$ cat src/hdl/predrv_pkg.sv
// Constants shared by the gate predriver control logic.
// Assumes one 125 MHz clock domain; all pin inputs are synchronised first.
package predrv_pkg;

   // Operating modes of the predriver
   typedef enum logic [2:0] {
      ST_SLEEP,
      ST_STANDBY,
      ST_INIT,
      ST_ENABLE,
      ST_FAULT
   } mode_t;

   // Serial word layout: three command bits, five data bits
   localparam int WORD_BITS = 8;
   localparam int CMD_LSB   = 5;
   localparam int GRP_BIT   = 4;

   localparam logic [2:0] CMD_NULL  = 3'h0;
   localparam logic [2:0] CMD_MASK  = 3'h1;
   localparam logic [2:0] CMD_MODE  = 3'h2;
   localparam logic [2:0] CMD_CLEAR = 3'h3;
   localparam logic [2:0] CMD_DEAD  = 3'h4;

   // Fault latch positions; low nibble is group a, high nibble group b
   localparam int FLT_OT    = 0;
   localparam int FLT_DESAT = 1;
   localparam int FLT_UV    = 2;
   localparam int FLT_OC    = 3;
   localparam int FLT_PHASE = 4;
   localparam int FLT_FRAME = 5;
   localparam int FLT_WLOCK = 6;
   localparam int FLT_RESET = 7;

   // Mode register bit positions
   localparam int MODE_LOCK   = 0;
   localparam int MODE_FULL_CONDUCTION_MODE = 1;
   localparam int MODE_DESAT  = 3;

   // Values after reset or sleep
   localparam logic [7:0] MASK_RST  = 8'hff;
   localparam logic [3:0] MODE_RST  = 4'h0;
   localparam logic [7:0] LATCH_RST = 8'h00;
   localparam logic [4:0] DT_RST    = 5'h00;
   localparam logic [1:0] SEL_RST   = 2'h0;

   // Synchroniser vector: {faults[4:0], si, sclk, cs_n, hs_n[2:0],
   // ls[2:0], en_b, en_a, rst_n}; reset values match open-pin levels
   localparam int          PIN_W   = 17;
   localparam logic [16:0] PIN_RST = 17'h003c0;

endpackage : predrv_pkg

$ cat src/hdl/pin_sync.sv
// Two flip-flop synchroniser for a vector of asynchronous pin inputs.
// Assumes a synchronous active-high reset on the sampling clock.
module pin_sync #(
   parameter int          W       = 1,
   parameter logic [W-1:0] RST_VAL = '0
) (
   input  wire logic         clk_i,  // Sampling clock
   input  wire logic         rst_i,  // Synchronous reset
   input  wire logic [W-1:0] d_i,    // Asynchronous inputs
   output logic      [W-1:0] q_o     // Synchronised outputs
);

   logic [W-1:0] meta_r;
   logic [W-1:0] q_r;

   // Reset to open-pin levels so the logic sees defaults at start
   always_ff @(posedge clk_i) begin
      if (rst_i) begin
         meta_r <= RST_VAL;
         q_r    <= RST_VAL;
      end else begin
         meta_r <= d_i;
         q_r    <= meta_r;
      end
   end

   assign q_o = q_r;

endmodule : pin_sync

$ cat src/hdl/predriver_mode_and_spi_command_ctrl.sv
// Mode control and 8-bit serial command decoder of a three-phase predriver.
// Assumes all pin and comparator inputs are asynchronous to clk_i.
module predriver_mode_and_spi_command_ctrl (
   input  wire logic       clk_i,                  // 125 MHz clock
   input  wire logic       rst_i,                  // Sync reset, high
   input  wire logic       rst_pin_n_i,            // Global reset pin
   input  wire logic       enable_in_a_i,          // Enable pin a
   input  wire logic       enable_in_b_i,          // Enable pin b
   input  wire logic [2:0] phase_low_side_in_i,    // Low-side commands
   input  wire logic [2:0] phase_high_side_in_n_i, // High-side, low on
   input  wire logic       cs_n_i,                 // Chip select
   input  wire logic       sclk_i,                 // Serial clock
   input  wire logic       si_i,                   // Serial data in
   input  wire logic       overtemp_i,             // Overtemperature
   input  wire logic       desat_i,                // Desaturation
   input  wire logic       gate_supply_uv_i,       // Gate supply low
   input  wire logic       overcurrent_i,          // Overcurrent
   input  wire logic       phase_err_i,            // Phase comparator
   output logic     [2:0]  hs_gate_o,              // High-side drive on
   output logic     [2:0]  ls_gate_o,              // Low-side drive on
   output logic            hold_off_o,             // Weak pull-down on
   output logic            int_o,                  // Interrupt
   output logic            so_o,                   // Serial data out
   output logic            so_oe_o,                // SO drive enable
   output logic     [2:0]  mode_o,                 // Current mode
   output logic            full_conduction_mode_o, // Full-on mode
   output logic            desat_ignore_o,         // No desat shutdown
   output logic            deadtime_cal_o,         // Calibration start
   output logic     [4:0]  deadtime_code_o         // Deadtime data
);

   logic [predrv_pkg::PIN_W-1:0] pins_s;
   predrv_pkg::mode_t state_r;
   predrv_pkg::mode_t state_nxt;
   logic [7:0] latch_r;
   logic [7:0] snap_r;
   logic [7:0] mask_r;
   logic [3:0] mode_r;
   logic [4:0] dt_r;
   logic [1:0] sel_r;
   logic [2:0] ls_q_r;
   logic [2:0] hs_q_r;
   logic [2:0] boot_r;
   logic       ls_seen_r;
   logic       both_q_r;
   logic [2:0] hs_gate_r;
   logic [2:0] ls_gate_r;
   logic       hold_r;
   logic       int_r;
   logic       so_oe_r;
   logic       dt_cal_r;
   logic       start;
   logic       done;
   logic       ferr;
   logic [7:0] word;
   logic       so_bit;

   // Open-pin defaults are the synchroniser reset values
   pin_sync #(
      .W       (predrv_pkg::PIN_W),
      .RST_VAL (predrv_pkg::PIN_RST)
   ) u_sync (
      .clk_i (clk_i),
      .rst_i (rst_i),
      .d_i   ({phase_err_i, overcurrent_i, gate_supply_uv_i, desat_i,
               overtemp_i, si_i, sclk_i, cs_n_i,
               phase_high_side_in_n_i, phase_low_side_in_i,
               enable_in_b_i, enable_in_a_i, rst_pin_n_i}),
      .q_o   (pins_s)
   );

   wire       rst_pin_s = pins_s[0];
   wire       both_en   = pins_s[1] & pins_s[2];
   wire [2:0] ls_s      = pins_s[5:3];
   wire [2:0] hs_n_s    = pins_s[8:6];
   wire       cs_n_s    = pins_s[9];
   wire       sclk_s    = pins_s[10];
   wire       si_s      = pins_s[11];
   wire [4:0] flt_s     = pins_s[16:12];
   wire       asleep    = ~rst_pin_s | rst_i;

   // Status words for the reply multiplexer
   wire [7:0] stat1 = {1'b0, state_r, mode_r};
   wire [7:0] stat3 = {3'h0, dt_r};
   wire [7:0] reply = (sel_r == 2'h1) ? stat1 :
                      (sel_r == 2'h2) ? mask_r :
                      (sel_r == 2'h3) ? stat3 : latch_r;

   spi_shift u_spi (
      .clk_i   (clk_i),
      .rst_i   (rst_i),
      .en_i    (rst_pin_s),
      .cs_n_i  (cs_n_s),
      .sclk_i  (sclk_s),
      .si_i    (si_s),
      .reply_i (reply),
      .start_o (start),
      .done_o  (done),
      .ferr_o  (ferr),
      .word_o  (word),
      .so_o    (so_bit)
   );

   // Command decode
   wire [2:0] cmd      = word[7:predrv_pkg::CMD_LSB];
   wire       grp_b    = word[predrv_pkg::GRP_BIT];
   wire [3:0] nib      = word[3:0];
   wire       valid    = done & ~ferr;
   wire       is_null  = valid & (cmd == predrv_pkg::CMD_NULL);
   wire       is_mask  = valid & (cmd == predrv_pkg::CMD_MASK);
   wire       is_mode  = valid & (cmd == predrv_pkg::CMD_MODE);
   wire       is_clear = valid & (cmd == predrv_pkg::CMD_CLEAR);
   wire       is_dead  = valid & (cmd == predrv_pkg::CMD_DEAD);
   wire       locked   = mode_r[predrv_pkg::MODE_LOCK];
   wire       full_on  = mode_r[predrv_pkg::MODE_FULL_CONDUCTION_MODE];
   wire       desat_ig = mode_r[predrv_pkg::MODE_DESAT];
   wire       wlock    = is_mode & locked;

   // Fault sources; phase error is blanked in full-on mode
   wire phase_f  = flt_s[4] & ~full_on;
   wire prot_flt = flt_s[2] | ((flt_s[1] | phase_f) & ~desat_ig);
   wire rst_evt  = (state_r == predrv_pkg::ST_SLEEP & ~asleep) |
                   (both_q_r & ~both_en);
   wire [7:0] set_vec = {rst_evt, wlock, done & ferr, phase_f,
                         flt_s[3], flt_s[2], flt_s[1], flt_s[0]};
   // Only bits already set when the message began may be cleared
   wire [7:0] clr_vec = is_clear ?
                        ((grp_b ? {nib, 4'h0} : {4'h0, nib}) & snap_r)
                        : 8'h00;
   wire [7:0] latch_nxt = (latch_r & ~clr_vec) | set_vec;

   wire [2:0] ls_tog  = ls_q_r ^ ls_s;
   wire [2:0] hs_tog  = hs_q_r ^ hs_n_s;
   wire [2:0] ls_fall = ls_q_r & ~ls_s;
   wire       run     = (state_r == predrv_pkg::ST_INIT) |
                        (state_r == predrv_pkg::ST_ENABLE);

   always_comb begin
      state_nxt = state_r;
      if (asleep) begin
         state_nxt = predrv_pkg::ST_SLEEP;
      end else if (!both_en) begin
         state_nxt = predrv_pkg::ST_STANDBY;
      end else begin
         case (state_r)
            predrv_pkg::ST_SLEEP,
            predrv_pkg::ST_STANDBY: begin
               state_nxt = predrv_pkg::ST_INIT;
            end
            predrv_pkg::ST_INIT: begin
               if (prot_flt) begin
                  state_nxt = predrv_pkg::ST_FAULT;
               end else if (ls_seen_r && |hs_tog) begin
                  state_nxt = predrv_pkg::ST_ENABLE;
               end
            end
            predrv_pkg::ST_ENABLE: begin
               if (prot_flt) begin
                  state_nxt = predrv_pkg::ST_FAULT;
               end
            end
            predrv_pkg::ST_FAULT: begin
               if (!prot_flt) begin
                  state_nxt = predrv_pkg::ST_INIT;
               end
            end
            default: begin
               state_nxt = predrv_pkg::ST_SLEEP;
            end
         endcase
      end
   end

   // Gate drive selection per mode
   wire [2:0] hs_req  = ~hs_n_s & boot_r & (ls_s & {3{full_on}} | ~ls_s);
   wire [2:0] ls_nxt  = run ? ls_s : 3'h0;
   wire [2:0] hs_nxt  = (state_r == predrv_pkg::ST_ENABLE) ?
                        hs_req : 3'h0;

   always_ff @(posedge clk_i) begin
      if (asleep) begin
         // Sleep wipes every latch and serially written register
         state_r   <= predrv_pkg::ST_SLEEP;
         latch_r   <= predrv_pkg::LATCH_RST;
         snap_r    <= predrv_pkg::LATCH_RST;
         mask_r    <= predrv_pkg::MASK_RST;
         mode_r    <= predrv_pkg::MODE_RST;
         dt_r      <= predrv_pkg::DT_RST;
         sel_r     <= predrv_pkg::SEL_RST;
         ls_q_r    <= 3'h0;
         hs_q_r    <= 3'h7;
         boot_r    <= 3'h0;
         ls_seen_r <= 1'b0;
         both_q_r  <= 1'b0;
         hs_gate_r <= 3'h0;
         ls_gate_r <= 3'h0;
         hold_r    <= 1'b1;
         int_r     <= 1'b0;
         so_oe_r   <= 1'b0;
         dt_cal_r  <= 1'b0;
      end else begin
         state_r   <= state_nxt;
         latch_r   <= latch_nxt;
         ls_q_r    <= ls_s;
         hs_q_r    <= hs_n_s;
         both_q_r  <= both_en;
         hs_gate_r <= hs_nxt;
         ls_gate_r <= ls_nxt;
         hold_r    <= 1'b0;
         int_r     <= |(latch_r & mask_r);
         so_oe_r   <= ~cs_n_s;
         dt_cal_r  <= is_dead;
         if (start) begin
            snap_r <= latch_r;
         end
         if (is_mask) begin
            if (grp_b) begin
               mask_r[7:4] <= nib;
            end else begin
               mask_r[3:0] <= nib;
            end
         end
         if (is_mode && !locked) begin
            mode_r <= {word[3], 1'b0, word[1], word[0]};
         end
         if (is_dead) begin
            dt_r <= word[4:0];
         end
         // Null picks the next reply; all other commands give status 0
         if (valid) begin
            sel_r <= is_null ? word[1:0] : predrv_pkg::SEL_RST;
         end
         ls_seen_r <= (state_r == predrv_pkg::ST_INIT) &
                      (ls_seen_r | (|ls_tog));
         boot_r    <= run ? (boot_r | ls_fall) : 3'h0;
      end
   end

   assign hs_gate_o              = hs_gate_r;
   assign ls_gate_o              = ls_gate_r;
   assign hold_off_o             = hold_r;
   assign int_o                  = int_r;
   assign so_o                   = so_bit;
   assign so_oe_o                = so_oe_r;
   assign mode_o                 = state_r;
   assign full_conduction_mode_o = mode_r[predrv_pkg::MODE_FULL_CONDUCTION_MODE];
   assign desat_ignore_o         = mode_r[predrv_pkg::MODE_DESAT];
   assign deadtime_cal_o         = dt_cal_r;
   assign deadtime_code_o        = dt_r;

   sleep_hold_a: assert property (
      @(posedge clk_i) disable iff (rst_i)
      !rst_pin_s |=> hold_off_o && hs_gate_o == 3'h0 && ls_gate_o == 3'h0)
      else $error("Sleep does not hold drivers off");

   standby_off_a: assert property (
      @(posedge clk_i) disable iff (rst_i)
      state_r == predrv_pkg::ST_STANDBY ##1 state_r ==
      predrv_pkg::ST_STANDBY |-> hs_gate_o == 3'h0 && ls_gate_o == 3'h0)
      else $error("Standby gates not off");

   init_order_a: assert property (
      @(posedge clk_i) disable iff (rst_i)
      $rose(state_r == predrv_pkg::ST_ENABLE) |->
      $past(state_r) == predrv_pkg::ST_INIT && $past(ls_seen_r))
      else $error("Enable reached without low-side toggle first");

   enable_stay_a: assert property (
      @(posedge clk_i) disable iff (rst_i)
      state_r == predrv_pkg::ST_ENABLE && !both_en |=>
      state_r == predrv_pkg::ST_STANDBY || state_r == predrv_pkg::ST_SLEEP)
      else $error("Enable kept after enable pin dropped");

   fault_entry_a: assert property (
      @(posedge clk_i) disable iff (rst_i)
      state_r == predrv_pkg::ST_ENABLE && flt_s[2] && both_en && !asleep
      |=> state_r == predrv_pkg::ST_FAULT ##1 hs_gate_o == 3'h0)
      else $error("Undervoltage did not force fault mode");

   sleep_clear_a: assert property (
      @(posedge clk_i) disable iff (rst_i)
      !rst_pin_s |=> latch_r == 8'h00 && mask_r == 8'hff && mode_r == 4'h0)
      else $error("Sleep left registers uncleared");

   so_drive_a: assert property (
      @(posedge clk_i) disable iff (rst_i)
      so_oe_o |-> $past(!cs_n_s && rst_pin_s))
      else $error("SO driven with chip select high");

   boot_wait_a: assert property (
      @(posedge clk_i) disable iff (rst_i)
      |hs_gate_o |-> (hs_gate_o & ~$past(boot_r)) == 3'h0)
      else $error("High side on before low-side pulse");

   frame_flag_a: assert property (
      @(posedge clk_i) disable iff (rst_i || asleep)
      done && ferr |=> latch_r[predrv_pkg::FLT_FRAME] && $stable(mask_r))
      else $error("Framing error not flagged or message acted on");

   irq_level_a: assert property (
      @(posedge clk_i) disable iff (rst_i || asleep)
      (|(latch_r & mask_r)) |=> int_o)
      else $error("Interrupt dropped with enabled latch set");

   clear_keep_a: assert property (
      @(posedge clk_i) disable iff (rst_i || asleep)
      latch_r[0] && !snap_r[0] |=> latch_r[0])
      else $error("Latch set during message was cleared");

endmodule : predriver_mode_and_spi_command_ctrl

$ cat src/hdl/spi_shift.sv
// Serial port shifter: SI sampled on SCLK rise, SO shifts on SCLK fall.
// Assumes cs_n_i, sclk_i and si_i are already synchronised to clk_i.
module spi_shift (
   input  wire logic       clk_i,     // System clock
   input  wire logic       rst_i,     // Synchronous reset
   input  wire logic       en_i,      // Port usable (not sleeping)
   input  wire logic       cs_n_i,    // Chip select, active low
   input  wire logic       sclk_i,    // Serial clock
   input  wire logic       si_i,      // Serial data in
   input  wire logic [7:0] reply_i,   // Reply word, taken at CS fall
   output logic            start_o,   // Pulse at CS fall
   output logic            done_o,    // Pulse at CS rise
   output logic            ferr_o,    // Framing error, valid with done
   output logic [7:0]      word_o,    // Last eight bits received
   output logic            so_o       // Serial data out bit
);

   logic       cs_q_r;
   logic       sck_q_r;
   logic [7:0] rx_r;
   logic [7:0] tx_r;
   logic [2:0] cnt_r;
   logic       any_r;
   logic       start_r;
   logic       done_r;
   logic       ferr_r;

   wire cs_fall  = cs_q_r & ~cs_n_i;
   wire cs_rise  = ~cs_q_r & cs_n_i;
   wire sck_rise = ~sck_q_r & sclk_i & ~cs_n_i;
   wire sck_fall = sck_q_r & ~sclk_i & ~cs_n_i;

   always_ff @(posedge clk_i) begin
      if (rst_i || !en_i) begin
         cs_q_r  <= 1'b1;
         sck_q_r <= 1'b0;
         rx_r    <= 8'h00;
         tx_r    <= 8'h00;
         cnt_r   <= 3'h0;
         any_r   <= 1'b0;
         start_r <= 1'b0;
         done_r  <= 1'b0;
         ferr_r  <= 1'b0;
      end else begin
         cs_q_r  <= cs_n_i;
         sck_q_r <= sclk_i;
         start_r <= cs_fall;
         done_r  <= cs_rise;
         // Count wraps mod eight, so only the last eight bits count
         ferr_r  <= (cnt_r != 3'h0) | ~any_r;
         if (cs_fall) begin
            tx_r  <= reply_i;
            cnt_r <= 3'h0;
            any_r <= 1'b0;
         end
         if (sck_rise) begin
            rx_r  <= {rx_r[6:0], si_i};
            cnt_r <= cnt_r + 3'h1;
            any_r <= 1'b1;
         end
         if (sck_fall) begin
            tx_r <= {tx_r[6:0], 1'b0};
         end
      end
   end

   assign start_o = start_r;
   assign done_o  = done_r;
   assign ferr_o  = ferr_r;
   assign word_o  = rx_r;
   assign so_o    = tx_r[7];

endmodule : spi_shift

$ cat config.mk
export PLATFORM = sky130hd
export DESIGN_NAME = predriver_mode_and_spi_command_ctrl
export DESIGN_NICKNAME = d
export VERILOG_FILES = /design/src/hdl/predrv_pkg.sv /design/src/hdl/pin_sync.sv /design/src/hdl/predriver_mode_and_spi_command_ctrl.sv /design/src/hdl/spi_shift.sv
export SDC_FILE = /design/constraint.sdc
export NUM_CORES = 1
export LEC_CHECK = 0
export BUFFER_PORTS_ARGS = -buffer_cell sky130_fd_sc_hd__buf_2
export CORE_MARGIN = 4
export CORE_UTILIZATION = 40
export DETAILED_ROUTE_END_ITERATION = 10
export PLACE_DENSITY = 0.62
export SYNTH_ARGS = -nofsm -noshare
export SYNTH_HDL_FRONTEND = slang
export SYNTH_SLANG_ARGS = --single-unit
$ cat constraint.sdc
create_clock -name clk_i -period 1.3 [get_ports clk_i]
set_input_delay 0.13 -clock clk_i [delete_from_list [all_inputs] [get_ports clk_i]]
set_output_delay 0.13 -clock clk_i [all_outputs]
set_load 0.1 [all_outputs]
==> results.md, run 1 <==
- CTS Sinks: approximately 120
- Post-route minimum period: around 1.4 ns
- HPWL Detailed: ~6600 um
- Failing checks: setup timing
- Site Rows: 37
- Root buf cell: clkbuf_8
- Core area: about 10000 um2
- Setup Crit Path Kind: flop to flop
- Area growth, synth to finish: 38.3%
- Initial core utilization: 0.409
- Clk_skew: around 0.018 ns
- Setup WS pre-CTS: -0.132 ns
- H-tree depth: 4
- Clk_lat worst skew: around 0.53 ns
- Layout cells sized above 1: 0.297
- Post-Syn Area per Cell: between 9 and 10 um2
- Cts bufs inserted: 17
- Drt initial violations: between 100 and 150
- Post-Syn Area: approximately 4200 um2
- Final hold viol count: 0
- Final setup viols: 17
- Placed insts: ~630
- GR Util All Layers: 0.166
- Die Area: 12200 um2
- Worst hold path type: input pin to flop
- Largest cells by area after synthesis: dfxtp_1 (56%), mux2i_1 (6.4%), nand2_1 (5.2%)
- Max Cap Viol: 0
- Yosys cell types: between 40 and 50
- I/O Buffers: 39
- Overflow left after global routing: 0
- DR DRC count: 0
- Top-area cell type share of the netlist area: 0.557
- DR WL/cell: between 10 and 15 um
- Crit path required time: approximately 1.7 ns
- Worst Max-Slew Pin Slew: approximately 0.49 ns
- Yosys reg bits: about 120
- Vias in the first global route: roughly 3300
- Data arrival, critical path: 1.80 ns
- CP max stage cell: or4b_4
- Post-synth EDFFs: 0
- Non-filler cells, final: 681
- Yosys warnings: 0
- I/O pin total: 40
- Fin nets: 556
- CP bufs+invs: 0
- Total number of vias: between 3000 and 4000
- Fin. max-slew vios: 0
- First-pass GRT wire length: 16200 um
- Crit start category: flop
- Outcome: finished with violations
- Setup ws final: -0.0909 ns
- Fraction of registers with async set/reset: 0
- Crit. End Element: flop
- Die height: between 100 and 150 um
- Die W: approximately 110 um
- Final Instance Area: a little under 6000 um2
- Maximum clock path buffer count: 2
- # fillers: just over 900
- Pwr/cell area: ~1400 nW/um2
- Achievable Freq: slightly above 700 MHz
- N_diodes: 0
- Register area share after synthesis: 0.557
- TritonCTS clock tree: built
- TritonRoute pass-1 iters: 4
- Largest net degree at the start of global routing: 36
- Final period utilization: 1.07
- Post-DP Area: 4890 um2
- Worst path max stage delay: approximately 0.56 ns
- Unrepaired setup endpoints after global routing: yes
- Peak VDD IR: 0.915 mV
- Clock Pin Slew Worst Setup and Hold Paths: 0.06 ns
- Via density: ~5.0
- Worst path top cell family by delay: simple AND/OR/NAND/NOR gates
- Detail Route Antenna Nets: 0
- Slew margin rel.: 0.672
- CP max FO: 6
- CP Cell Sequence: nand2b_4, or4b_4, mux2i_1, nor2_1
- Ys flop type: dfxtp_1
- Wirelength, routed: 9860 um
- Net count after synthesis: 454
- Area leader, netlist: dfxtp_1
- Post-Synthesis Cells: 430
- Final Wtd Congestion: about 0.81
- Antenna violations before repair: 0
- P_leak: approximately 2.3 nW
[timing repair]
action | 4_1_cts | 5_1_grt
hold buffers | 17 | 0
setup endpoints to repair | 46 | 47
buffers inserted | 3 | 2
endpoints found under the hold margin | 17 | 0
resized for setup | 30 | 23
pin swaps | 8 | 5
[through the flow]
stage | power [mW] | TNS (ns) | hold slack [ns] | util
finish | 8.38 | -0.885 | 0.0137 | 0.566
global route | 8.66 | -2.57 | 0.0279 | 0.566
CTS | 8.42 | -1.45 | 0.0139 | 0.559
detailed placement | 3.93 | -1.49 | 0.317 | 0.476
global placement | 3.92 | -1.41 | 0.313 | 0.476
floorplan | 3.85 | -0.909 | 0.202 | -
[area by class of cell]
cell class | count | area [um2] | share of cell area
Clock buffer | 18 | 439 | 0.0755
Multi-Input combinational cell | 273 | 1740 | 0.299
Inverter | 18 | 67.6 | 0.0116
Clock inverter | 14 | 140 | 0.0241
Timing Repair Buffer | 105 | 883 | 0.152
Tap cell | 136 | 170 | 0.0293
Sequential cell | 117 | 2380 | 0.409
[worst min-delay path: stages]
cell	delay [ns]
buf_2	0.10
nor2b_2	0.05
buf_4	0.16
nand2_1	0.06
[flip-flops by register name, summed over array words and instances, names as in the netlist, 2 cells and up]
name / flops
snap_r: 8
ls_q_r: 3
u_spi.word_o: 8
mode_r: 3
sel_r: 2
latch_r: 8
u_spi.tx_r: 8
u_spi.cnt_r: 3
boot_r: 3
hs_gate_o: 3
u_sync.q_o: 17
u_sync.meta_r: 17
deadtime_code_o: 5
hs_q_r: 3
mask_r: 8
ls_gate_o: 3
mode_o: 3
[where the power goes]
| part | leakage, nW | switching, mW | internal, mW |
|---|---|---|---|
| clock network | 0.280 | 1.79 | 2.70 |
| registers | 0.961 | 0.0192 | 3.63 |
| logic | 1.06 | 0.115 | 0.128 |
[worst paths after layout]
| check | start | end | slack, ns | depth (start not counted) |
|---|---|---|---|---|
| worst min register to register | u_sync.meta_r[7] | u_sync.q_o[7] | 0.41 | 1 |
| worst min-delay path | rst_i | mask_r[6] | 0.01 | 4 |
| worst max-delay path | u_spi.ferr_o | deadtime_code_o[0] | -0.09 | 4 |
| worst max register to register | u_spi.ferr_o | deadtime_code_o[0] | -0.09 | 4 |
[synthesized netlist by cell type, drive strengths merged (3+ instances only)]
| library cell | count |
|---|---|
| nor3 | 4 |
| and2 | 3 |
| ha | 5 |
| a21oi | 25 |
| clkbuf | 11 |
| o21ai | 12 |
| inv | 18 |
| nand2b | 4 |
| mux4 | 4 |
| buf | 11 |
| and3 | 3 |
| a31oi | 9 |
| dfxtp | 117 |
| nand2 | 58 |
| xnor2 | 3 |
| o21a | 3 |
| nand3 | 12 |
| nand3b | 3 |
| nor2b | 28 |
| nor2 | 35 |
| a22oi | 7 |
| o211ai | 3 |
| or2 | 9 |
| mux2i | 27 |
[per-layer routing]
metal | track usage | part of all wire | vias to the layer above
met2 | 0.267 | 0.48 | 105
met3 | 0.0488 | 0.062 | 16
met4 | 0.0558 | 0.012 | 0
li1 | - | - | 1653
met5 | 0 | 0 | -
met1 | 0.212 | 0.44 | 1604
[kinds of logic after synthesis]
kind of cell,Yosys count,synth area share
AOI/OAI and AO/OA,62,0.0869
xor gates and xnor gates,3,0.00625
buffers and inverters,40,0.0387
adders and majority gates,5,0.0149
muxes,32,0.0884
DFF,117,0.557
and+or+nand+nor,171,0.208
[placed cells by master (no fill, tap or decap), types with 12 or more instances in the layout]
master | synthesis | routed
dfxtp_1 | 117 | 100
nand2_1 | 58 | 57
buf_4 | 1 | 52
nor2_1 | 35 | 35
mux2i_1 | 27 | 27
nor2b_1 | 28 | 26
a21oi_1 | 25 | 25
inv_1 | 18 | 18
buf_2 | 7 | 18
clkbuf_16 | 0 | 17
dlygate4sd3_1 | 0 | 17
buf_6 | 0 | 14
nand3_1 | 12 | 12
dfxtp_2 | 0 | 12
Power figures use the tool's default switching activity.
==> inputs of run 2 (changes only) <==
Settings changed: CORE_UTILIZATION 40 to 38, PLACE_DENSITY 0.62 to 0.59.
==> run 2 against run 1 <==
Against the previous run:
- the run still ends with setup timing left
- sequential power about the same
- via count decreased by 4.9%
- fmax decreased by 0.91%
- combinational power about the same
- design area increased by 1.5%
- clock-buffer cell count increased by 3
- hold slack improved by 0.031 ns
- critical path type unchanged
- highest routed layer unchanged
==> results.md, run 2 (synthesized netlist as in run 1, its figures left out) <==
- Outcome: finished with violations
- Failing checks: setup timing
- Vias in the first global route: between 3000 and 4000
- Data arrival, critical path: ~1.8 ns
- TritonCTS clock tree: built
- Placed insts: 627
- Final period utilization: 1.08
- Area growth, synth to finish: 40.4%
- Crit path required time: roughly 1.7 ns
- Peak VDD IR: roughly 0.75 mV
- TritonRoute pass-1 iters: 6
- Clock Pin Slew Worst Setup and Hold Paths: 0.06 ns
- Crit start category: flop
- Top Usage Layer GRT: met2
- Antenna violations before repair: 0
- Die W: 113 um
- Wirelength, routed: roughly 9600 um
- Core area: roughly 11000 um2
- CP max stage cell: or4b_4
- Root buf cell: clkbuf_8
- Post-route minimum period: roughly 1.4 ns
- Worst path top cell family by delay: simple AND/OR/NAND/NOR gates
- Setup Crit Path Kind: flop to flop
- Die Area: 12800 um2
- Worst Max-Slew Pin Slew: about 0.35 ns
- Total negative slack: -0.901 ns
- Site Rows: 38
- Fin nets: about 550
- Worst hold path type: input pin to flop
- First-pass GRT wire length: approximately 16000 um
- Maximum clock path buffer count: 2
- Pwr/cell area: around 1400 nW/um2
- CTS Sinks: around 120
- I/O pin total: 40
- Met2 usage: 0.239
- Most used cells in the layout excluding fill and tap cells: dfxtp_1 (97), nand2_1 (57), buf_4 (50), nor2_1 (34)
- Final Instance Area: approximately 5900 um2
- Via density: ~4.7
- Initial core utilization: 0.388
- Achievable Freq: 712 MHz
- Cts bufs inserted: 17
- H-tree depth: 4
- Crit. End Element: flop
- Detail Route Antenna Nets: 0
- Max Cap Viol: 0
- Clk_lat worst skew: 0.51 ns
- CP bufs+invs: 0
- Hold Crit Depth: 4
- Drt initial violations: approximately 220
- Total number of vias: about 3200
- Worst path max stage delay: roughly 0.52 ns
- Commonest non-fill, non-tap cell in the layout: dfxtp_1
- Non-filler cells, final: between 600 and 700
- HPWL Detailed: between 6000 and 7000 um
- Overflow left after global routing: 0
- N_diodes: 0
- Fin. max-slew vios: 0
- Final Util: 0.544
- Setup ws final: -0.104 ns
- DR DRC count: 0
- Post-DP Area: between 4000 and 5000 um2
- Met1 Use GR: 0.211
- WP depth: 4
- Slew margin rel.: 0.769
- CP Cell Sequence: and2b_1, or4b_4, mux2i_1, nand2_1
- GR Layer Usage met3: 0.0390
- P_leak: approximately 2.3 nW
- # fillers: 966
- Final hold viol count: 0
- Largest net degree at the start of global routing: 35
- Final setup viols: 13
- Pwr Total: just over 8 mW
- DR WL/cell: between 10 and 15 um
- GR Util All Layers: 0.157
- Final Wtd Congestion: about 0.81
- CP max FO: 4
- Die height: ~110 um
- I/O Buffers: 39
- Layout cells sized above 1: 0.321
- R2r worst-path depth: 4
- Unrepaired setup endpoints after global routing: yes
- Clk_skew: between 0.006 and 0.007 ns
## run 2: cell count changes in the layout (fill, tap and decap cells not counted), moves of 3 or more
| cell | change |
|---|---|
| clkinv_4 | -3 |
| inv_6 | -4 |
| buf_6 | -4 |
| clkinv_2 | +3 |
| o21ai_1 | -3 |
| o21ai_2 | +6 |
| clkbuf_8 | +3 |
| buf_12 | +3 |
| o21ai_0 | -3 |
| dfxtp_1 | -3 |
## run 2: final timing paths
check                    from  slack [ns]            end
min                     rst_i        0.04   u_spi.cs_q_r
min reg2reg  u_sync.meta_r[6]        0.41  u_sync.q_o[6]
max reg2reg   u_spi.word_o[4]       -0.10      mask_r[3]
max           u_spi.word_o[4]       -0.10      mask_r[3]
## run 2: power by group
part           switching, mW  total [mW]  internal, mW
Sequential            0.0208        3.65          3.63
Clock                   1.62        4.41          2.79
Combinational          0.113       0.241         0.128
Total                   1.75        8.31          6.55
## run 2: area by class of cell
type	count	area, um2	area share
clock buffers	21	480	0.0814
clock inverters	11	96.3	0.0163
inverters	18	67.6	0.0115
multi-input cells	273	1820	0.308
flip-flops and latches	117	2380	0.404
well taps	140	175	0.0297
repair buffers	102	883	0.150
## run 2: per-layer routing
metal	vias to the layer above	share of wire
met1	1491	0.47
met3	6	0.044
met5	-	0
li1	1644	-
met4	0	0.0083
met2	72	0.48
## run 2: stage by stage
step           hold slack, ns  setup slack [ns]
2_1_floorplan           0.202            -0.125
3_3_place_gp            0.316            -0.155
3_5_place_dp            0.317            -0.183
4_1_cts                0.0424           -0.0820
5_1_grt                0.0893            -0.174
6_report               0.0448            -0.104
## run 2: worst reg2reg max path, cell delays in order (launching register included)
cell and delay [ns]:
dfxtp_2 0.31, and2b_1 0.21, or4b_4 0.52, mux2i_1 0.18
nand2_1 0.07
## run 2: repair_timing
action                                  CTS  global route
endpoints found under the setup margin   44            35
hold buffers                             17             0
gates resized for setup                  47            34
hold endpoints to repair                 17             0
pin swaps                                 8            28
setup buffers                             2             4
